File: config.mk
export PLATFORM = sky130hd
export DESIGN_NAME = gpde_ports
export DESIGN_NICKNAME = d
export VERILOG_FILES = /design/src/gpde_pkg.sv /design/src/gpde_pin.sv /design/src/gpde_ports.sv
export SDC_FILE = /design/constraint.sdc
export NUM_CORES = 1
export LEC_CHECK = 0
export ABC_AREA = 1
export BUFFER_PORTS_ARGS = -buffer_cell sky130_fd_sc_hd__buf_2
export CORE_MARGIN = 2
export CORE_UTILIZATION = 55
export CTS_BUF_LIST = sky130_fd_sc_hd__clkbuf_2 sky130_fd_sc_hd__clkbuf_4 sky130_fd_sc_hd__clkbuf_8
export DETAILED_ROUTE_END_ITERATION = 10
export PLACE_DENSITY = 0.87
export SLEW_MARGIN = 0
export SYNTH_ARGS = -nofsm -noshare
export SYNTH_HDL_FRONTEND = slang
export SYNTH_SLANG_ARGS = --single-unit
File: constraint.sdc
create_clock -name clk_sys -period 3.8 [get_ports clk_sys]
set_input_delay 0.76 -clock clk_sys [delete_from_list [all_inputs] [get_ports clk_sys]]
set_output_delay 0.76 -clock clk_sys [all_outputs]
set_load 0.02 [all_outputs]
File: src/gpde_pkg.sv
// package: register map, field layout and carrier types for the port d/e block
package gpde_pkg;

    // register offsets on the plain cpu port (byte addresses)
    localparam logic [7:0] WIDE_DATA_OFS   = 8'h03;
    localparam logic [7:0] NARROW_DATA_OFS = 8'h08;
    localparam logic [7:0] WIDE_DIR_OFS    = 8'h07;
    localparam logic [7:0] NARROW_DIR_OFS  = 8'h0c;
    localparam logic [7:0] PAD_CTRL_OFS    = 8'h0a;

    // widths of the two ports
    localparam int WIDE_W   = 8;
    localparam int NARROW_W = 2;

    // pad control field positions
    localparam int SLOW_LO_BIT = 0;
    localparam int SLOW_HI_BIT = 1;
    localparam int PU_LO_BIT   = 2;
    localparam int PU_HI_BIT   = 3;
    localparam int PAD_CTRL_W  = 4;

    // reset values of the direction and control registers
    localparam logic [7:0] WIDE_DIR_RST   = 8'h00;
    localparam logic [1:0] NARROW_DIR_RST = 2'h0;
    localparam logic [3:0] PAD_CTRL_RST   = 4'h0;

    // pin positions that carry alternate functions
    localparam int PIN_SER_TX  = 6;
    localparam int PIN_SER_RX  = 7;
    localparam int PIN_TMR_CH0 = 4;
    localparam int PIN_TMR_CH1 = 5;

    // one peripheral override for a single pin
    typedef struct packed {
        logic own;    // peripheral takes the pin
        logic drive;  // peripheral output enable
        logic value;  // peripheral output level
    } gpde_ovr_t;

    // one cpu port request
    typedef struct packed {
        logic [7:0] addr;
        logic [7:0] wdata;
        logic       wr;
        logic       rd;
    } gpde_req_t;

endpackage

File: src/gpde_pin.sv
// one port pin: override mux, open-drain choice and input synchroniser
`timescale 1ns/1ps
`default_nettype none
module gpde_pin (
    // clock and reset
    input  wire logic              clk_sys,
    input  wire logic              reset,
    // port controls
    input  wire logic              latchValue,
    input  wire logic              dirOut,
    input  wire logic              openDrain,
    input  var  gpde_pkg::gpde_ovr_t ovr,
    // pad
    input  wire logic              padIn,
    output logic                   padOut,
    output logic                   padOe,
    // synchronised level
    output logic                   level
);
    logic sync1;
    logic sync2;
    logic drv;
    logic val;

    // two stages before anything reads the pad
    always_ff @(posedge clk_sys or posedge reset) begin
        if (reset) begin
            sync1 <= 1'b0;
            sync2 <= 1'b0;
        end else begin
            sync1 <= padIn;
            sync2 <= sync1;
        end
    end
    assign level = sync2;

    // peripheral overrides port latch and direction; the open-drain choice still applies
    assign drv = ovr.own ? ovr.drive : dirOut;
    assign val = ovr.own ? ovr.value : latchValue;
    // open drain only sinks, so a high level releases the pad
    assign padOe  = openDrain ? (drv & ~val) : drv;
    assign padOut = openDrain ? 1'b0 : val;
endmodule
`default_nettype wire

File: src/gpde_ports.sv
// wide and narrow general-purpose ports with register port and pin overrides
// How it works
// wide data latches survive reset untouched
// direction one drives pin, zero is input
// reset clears all wide direction bits
// output pins read back their latch
// input pins read back synchronised pin level
// latch writes always accepted, pin unaffected
// slow-edge bit makes pins 6/7 open drain
// pull-up bit connects pull-up regardless direction
// serial enable gives pins 6/7 to serial
// timer one selects own pins 4 and 5
// option bit routes two-wire lines to 6/7
// narrow port: kept latches, cleared directions
// narrow reads mix latch and pin level
// timer two selects own narrow pins
// software loads latch before turning output
// converter pins need input mode, others off
// unused narrow bits ignore writes, read zero
`timescale 1ns/1ps
`default_nettype none
module gpde_ports (
    // clock and reset
    input  wire logic                clk_sys,
    input  wire logic                reset,
    // cpu register port
    input  var  gpde_pkg::gpde_req_t req,
    output logic [7:0]               rdata,
    // wide port pads
    input  wire logic [7:0]          widePadIn,
    output logic [7:0]               widePadOut,
    output logic [7:0]               widePadOe,
    output logic [1:0]               upperPinPullup,
    // narrow port pads
    input  wire logic [1:0]          narrowPadIn,
    output logic [1:0]               narrowPadOut,
    output logic [1:0]               narrowPadOe,
    // async serial
    input  wire logic                asyncSerialEnable,
    input  wire logic                serialTx,
    output logic                     serialRx,
    // timers: select nonzero means timer owns the pin
    input  wire logic [1:0]          timerOneSelZero,
    input  wire logic [1:0]          timerOneSelOne,
    input  wire logic [1:0]          timerTwoSelZero,
    input  wire logic [1:0]          timerTwoSelOne,
    input  wire logic [3:0]          timerChanOe,
    input  wire logic [3:0]          timerChanOut,
    output logic [3:0]               timerChanIn,
    // two-wire interface, open drain lines
    input  wire logic                optionTwoWireOnWide,
    input  wire logic                twoWireDataLow,
    input  wire logic                twoWireClockLow,
    output logic                     twoWireDataIn,
    output logic                     twoWireClockIn
);
    // register state
    logic [7:0] wideData;
    logic [7:0] wideDir;
    logic [1:0] narrowData;
    logic [1:0] narrowDir;
    logic [3:0] padCtrl;
    logic [7:0] next_wideData;
    logic [7:0] next_wideDir;
    logic [1:0] next_narrowData;
    logic [1:0] next_narrowDir;
    logic [3:0] next_padCtrl;
    logic [7:0] next_rdata;

    // pin side
    logic [7:0]          wideLevel;
    logic [1:0]          narrowLevel;
    gpde_pkg::gpde_ovr_t wideOvr [8];
    gpde_pkg::gpde_ovr_t narrowOvr [2];
    logic [7:0]          wideOd;

    // mixed read: latch for outputs, pin for inputs
    function automatic logic [7:0] mixRead(input logic [7:0] lat, input logic [7:0] dir,
                                           input logic [7:0] lvl);
        mixRead = (lat & dir) | (lvl & ~dir);
    endfunction

    // a timer select of zero leaves the pin to the port
    function automatic logic timerOwns(input logic [1:0] sel);
        timerOwns = |sel;
    endfunction

    // the fixed slices below serve only this layout, so refuse any other
    if (gpde_pkg::WIDE_W != 8 || gpde_pkg::NARROW_W != 2 ||
        gpde_pkg::PAD_CTRL_W != 4) begin : gLayoutCheck
        $error("port layout constants do not fit the fixed slices");
    end

    // data latches have no reset, so they live apart
    always_ff @(posedge clk_sys) begin
        wideData   <= next_wideData;
        narrowData <= next_narrowData;
    end

    // direction and control registers, cleared by reset
    always_ff @(posedge clk_sys or posedge reset) begin
        if (reset) begin
            wideDir   <= gpde_pkg::WIDE_DIR_RST;
            narrowDir <= gpde_pkg::NARROW_DIR_RST;
            padCtrl   <= gpde_pkg::PAD_CTRL_RST;
        end else begin
            wideDir   <= next_wideDir;
            narrowDir <= next_narrowDir;
            padCtrl   <= next_padCtrl;
        end
    end

    // read data register, cleared so an idle bus reads zero
    always_ff @(posedge clk_sys or posedge reset) begin
        if (reset) begin
            rdata <= 8'h00;
        end else begin
            rdata <= next_rdata;
        end
    end

    // register writes
    always_comb begin
        next_wideData   = wideData;
        next_wideDir    = wideDir;
        next_narrowData = narrowData;
        next_narrowDir  = narrowDir;
        next_padCtrl    = padCtrl;
        if (req.wr) begin
            unique case (req.addr)
                gpde_pkg::WIDE_DATA_OFS:   next_wideData = req.wdata;
                gpde_pkg::WIDE_DIR_OFS:    next_wideDir = req.wdata;
                gpde_pkg::NARROW_DATA_OFS: next_narrowData = req.wdata[1:0];
                gpde_pkg::NARROW_DIR_OFS:  next_narrowDir = req.wdata[1:0];
                gpde_pkg::PAD_CTRL_OFS:    next_padCtrl = req.wdata[3:0];
                default:                   next_padCtrl = padCtrl;
            endcase
        end
    end

    // read mux; a pin change needs two clocks of sync before it shows here
    always_comb begin
        next_rdata = 8'h00;
        if (req.rd) begin
            unique case (req.addr)
                gpde_pkg::WIDE_DATA_OFS:
                    next_rdata = mixRead(wideData, wideDir, wideLevel);
                gpde_pkg::WIDE_DIR_OFS:
                    next_rdata = wideDir;
                gpde_pkg::NARROW_DATA_OFS:
                    next_rdata = mixRead({6'h00, narrowData}, {6'h00, narrowDir},
                                         {6'h00, narrowLevel});
                gpde_pkg::NARROW_DIR_OFS:
                    next_rdata = {6'h00, narrowDir};
                gpde_pkg::PAD_CTRL_OFS:
                    next_rdata = {4'h0, padCtrl};
                default:
                    next_rdata = 8'h00;
            endcase
        end
    end

    // wide port overrides; serial wins over two-wire on the upper pins
    always_comb begin
        for (int i = 0; i < 8; i++) begin
            wideOvr[i] = '{own: 1'b0, drive: 1'b0, value: 1'b0};
        end
        wideOvr[4] = '{own: timerOwns(timerOneSelZero), drive: timerChanOe[0],
                       value: timerChanOut[0]};
        wideOvr[5] = '{own: timerOwns(timerOneSelOne), drive: timerChanOe[1],
                       value: timerChanOut[1]};
        if (asyncSerialEnable) begin
            wideOvr[6] = '{own: 1'b1, drive: 1'b1, value: serialTx};
            wideOvr[7] = '{own: 1'b1, drive: 1'b0, value: 1'b0};
        end else if (optionTwoWireOnWide) begin
            // two-wire lines only pull low, released high
            wideOvr[6] = '{own: 1'b1, drive: twoWireDataLow, value: 1'b0};
            wideOvr[7] = '{own: 1'b1, drive: twoWireClockLow, value: 1'b0};
        end
    end

    // narrow port overrides from timer two
    always_comb begin
        narrowOvr[0] = '{own: timerOwns(timerTwoSelZero), drive: timerChanOe[2],
                         value: timerChanOut[2]};
        narrowOvr[1] = '{own: timerOwns(timerTwoSelOne), drive: timerChanOe[3],
                         value: timerChanOut[3]};
    end

    // slow-edge open drain only on the two upper pins
    always_comb begin
        wideOd    = 8'h00;
        wideOd[6] = padCtrl[gpde_pkg::SLOW_LO_BIT];
        wideOd[7] = padCtrl[gpde_pkg::SLOW_HI_BIT];
    end

    // pull-ups follow the control bits alone, not the direction
    assign upperPinPullup = {padCtrl[gpde_pkg::PU_HI_BIT], padCtrl[gpde_pkg::PU_LO_BIT]};

    // peripheral inputs see the synchronised levels
    assign serialRx       = wideLevel[gpde_pkg::PIN_SER_RX];
    assign twoWireDataIn  = wideLevel[gpde_pkg::PIN_SER_TX];
    assign twoWireClockIn = wideLevel[gpde_pkg::PIN_SER_RX];
    assign timerChanIn    = {narrowLevel, wideLevel[gpde_pkg::PIN_TMR_CH1],
                             wideLevel[gpde_pkg::PIN_TMR_CH0]};

    // wide port pins; converter pins 0..3 rely on software leaving them inputs
    for (genvar g = 0; g < 8; g++) begin : gWide
        gpde_pin uPin (
            .clk_sys    (clk_sys),
            .reset      (reset),
            .latchValue (wideData[g]),
            .dirOut     (wideDir[g]),
            .openDrain  (wideOd[g]),
            .ovr        (wideOvr[g]),
            .padIn      (widePadIn[g]),
            .padOut     (widePadOut[g]),
            .padOe      (widePadOe[g]),
            .level      (wideLevel[g])
        );
    end

    // narrow port pins
    for (genvar g = 0; g < 2; g++) begin : gNarrow
        gpde_pin uPin (
            .clk_sys    (clk_sys),
            .reset      (reset),
            .latchValue (narrowData[g]),
            .dirOut     (narrowDir[g]),
            .openDrain  (1'b0),
            .ovr        (narrowOvr[g]),
            .padIn      (narrowPadIn[g]),
            .padOut     (narrowPadOut[g]),
            .padOe      (narrowPadOe[g]),
            .level      (narrowLevel[g])
        );
    end
endmodule
`default_nettype wire

==> flow_metrics.py <==
metrics = {
    "worst_setup_path": {
        "critPathCaptureType": "output pin",
        "cp_max_fo": 3,
        "required_ns": 3.04,
        "crit_chain": "buf_2 > nor2_1 > mux2_2 > buf_2",
        "worst_path_most_repeated_cell": "buf_2",
        "crit_type": "input pin to output pin",
        "critPathMaxStageDelay_ns": 0.35,
        "crit_arrival_ns": 1.55,
        "worst_path_max_delay_cell": "mux2_2",
        "worstSetupStartpointType": "input pin",
    },
    "logic_synthesis": {
        "synthTopCellsByArea": "dfrtp_1 43%, edfxtp_1 12%, nand2_1 10%",
        "ys_ff_latch": 52,
        "syn_nets": 312,
        "synth_enable_flop_cells": 10,
        "syn_avg_cell_area_um2": 9.28,
        "ys_seq_area_frac": 0.558,
        "synthCells": 261,
        "synth_top_area_cell": "dfrtp_1",
        "synth_common_cells": "66 x nand2_1, 42 x dfrtp_1, 33 x nor2_1",
        "ys_warn_count": 0,
        "synth_ff_type": "dfrtp_1",
        "ys_async_sr_fraction": 0.808,
        "yosysMostFrequentCell": "nand2_1",
        "syn_area_um2": 2420,
        "yosysUniqueCellTypes": 25,
        "yosysTopAreaCellShare": 0.434,
    },
    "die": {
        "core_area_um2": 4290,
        "start_util": 0.564,
        "rows": 24,
        "die_x_um": 70.4,
        "dieArea_um2": 4950,
        "fp.dieH_um": 70.4,
        "ioPinCount": 88,
    },
    "timing": {
        "relSlewSlack": 0.491,
        "skew_ns": 0.00779,
        "worstMarginPinSlew_ns": 0.761,
        "timing.setup.tns_ns": 0,
        "slew_viol_final": 0,
        "finalCritPeriodShare": 0.607,
        "finalCriticalPeriod_ns": 2.31,
        "final-setup-viol-count": 0,
        "hold_viol": 0,
        "rsz0062_at_grt": "no",
        "maxClockFrequency_mhz": 433,
    },
    "grt": {
        "grtUsageTotal": 0.204,
        "grt_pass1_vias": 1817,
        "grt_max_degree": 43,
        "antenna_found_initial": 0,
        "grt_pass1_wl_um": 7880,
        "grt_overflow_total": 0,
    },
    "power": {
        "powerDensity_nw_per_um2": 366,
        "pwr-share-comb": 0.125,
        "swShare": 0.249,
        "power_frac_seq": 0.588,
        "p_int_mw": 0.773,
        "switchingPower_mw": 0.256,
        "peakVddDrop_v": 0.000285,
        "p_leak_nw": 1.50,
        "clkPwrFrac": 0.286,
    },
    "final_layout": {
        "antennaDiodeCount": 0,
        "nets": 381,
        "drive_gt1_frac": 0.342,
        "stdcell_area_um2": 2810,
        "area_growth_pct": 16.1,
        "fillCellCount": 351,
    },
    "flow_run": {
        "drv_cap": 0,
    },
    "cts": {
        "postCtsHoldBufs": 0,
        "clock_sinks": 52,
        "clockBufferDepth": 2,
        "cts_setup_buffers": 0,
        "root_buffer": "clkbuf_8",
        "cts_buffers": 5,
        "tritoncts": "yes",
        "htree_levels": 2,
        "cts_resized": 0,
        "clkTransAtPathRegs_ns": 0.08,
        "clkLatencyLatePin_ns": 0.30,
    },
    "route": {
        "route.vias.total": 1872,
        "viasPerCell": 4.90,
        "first_iter_violations": 91,
        "wirelength_um": 4810,
        "avgRoutedWirePerCell_um": 12.6,
        "drc": 0,
        "ant_nets": 0,
        "dr.pass1.iters": 4,
    },
    "placed_design": {
        "io_buffer_count": 87,
        "gp_congestion": 0.818,
        "dp_hpwl_um": 3610,
        "placed_cell_area_um2": 2730,
    },
    "status": {
        "run_status": "completed",
    },
    "min_path": {
        "hp-class": "flip-flop to flip-flop",
    },
}
[path summary, 6_finish.rpt]
path | slack (ns) | startpoint | cells past startpoint | endpoint
setup / recovery | 1.49 | timerOneSelZero[1] | 4 | widePadOut[4]
hold reg to reg | 0.35 | gWide[7].uPin.sync1 | 0 | gWide[7].uPin.level
min in group asynchronous | 0.58 | reset | 3 | gWide[6].uPin.sync1
max in group asynchronous | 2.87 | reset | 3 | gNarrow[1].uPin.level
hold / removal | 0.35 | gWide[7].uPin.sync1 | 0 | gWide[7].uPin.level
setup reg to reg | 2.80 | narrowDir[0] | 7 | rdata[0]
[kinds of logic (layout without fill, tap and decap cells)]
| group | count (synthesis) | after routing | synth area share |
|---|---|---|---|
| buffers and inverters | 54 | 123 | 0.128 |
| muxes | 6 | 6 | 0.0269 |
| DFF | 52 | 52 | 0.558 |
| and+or+nand+nor | 118 | 118 | 0.218 |
| AOI/OAI and AO/OA | 31 | 31 | 0.0692 |
[metal layers]
metal,global-route usage,wire length [um],share of wire,up-vias
met5,0,0,0,-
met4,0.0684,35,0.0073,0
met3,0.0462,323,0.067,4
met1,0.253,2040,0.42,863
li1,-,-,-,934
met2,0.351,2410,0.50,71
[layout make-up]
type,count,area (um^2),share of cell area
timing repair buffer,88,443,0.157
multi-input combinational,155,762,0.271
tap,52,65.1,0.0231
sequential,52,1350,0.480
clock buffer,6,76.3,0.0271
inverter,28,110,0.0391
clock inverter,1,5.00,0.00178
[layout by cell type, fill, tap and decap left out, types with 2 or more instances in the layout]
cell type / count
nand2_1: 66
mux2_2: 4
nor2_1: 33
o21ai_2: 2
buf_2: 87
nor2_2: 2
inv_1: 25
nor2_4: 3
dfrtp_1: 42
o21ai_0: 17
edfxtp_1: 10
mux2i_1: 2
o22ai_1: 2
nand2_4: 2
nand3_1: 7
clkbuf_8: 5
a21oi_1: 9
[flip-flops by register name, summed over array words and instances, names as in the netlist]
| name | cells |
|---|---|
| gWide.uPin.level | 8 |
| padCtrl | 4 |
| gWide.uPin.sync1 | 8 |
| wideData | 8 |
| rdata | 8 |
| gNarrow.uPin.level | 2 |
| narrowData | 2 |
| narrowDir | 2 |
| wideDir | 8 |
| gNarrow.uPin.sync1 | 2 |
[per-stage QoR]
step / total power, mW / std cells / hold WS [ns] / util / worst slack (ns)
6_report: 1.03 / 382 / 0.351 / 0.655 / 1.49
5_1_grt: 1.07 / 382 / 0.362 / 0.655 / 1.40
4_1_cts: 1.04 / 382 / 0.354 / 0.655 / 1.50
3_5_place_dp: 0.747 / 375 / 0.335 / 0.636 / 1.38
3_3_place_gp: 0.742 / 375 / 0.331 / 0.636 / 1.39
2_1_floorplan: 0.704 / 261 / 0.331 / - / 1.63
[critical path, delay by kind of cell]
kind                   cells  cell delay (ns)
AND/OR/NAND/NOR            1             0.19
buffers and inverters      2             0.25
multiplexers               1             0.35
[power by group through the flow]
stage	logic (mW)	registers (mW)	clock network, mW
floorplan	0.0872	0.617	0
global placement	0.127	0.615	0
detailed placement	0.130	0.617	0
CTS	0.131	0.606	0.300
global route	0.144	0.608	0.317
finish	0.129	0.605	0.295
Note: power is estimated with default switching activity, not from simulation.
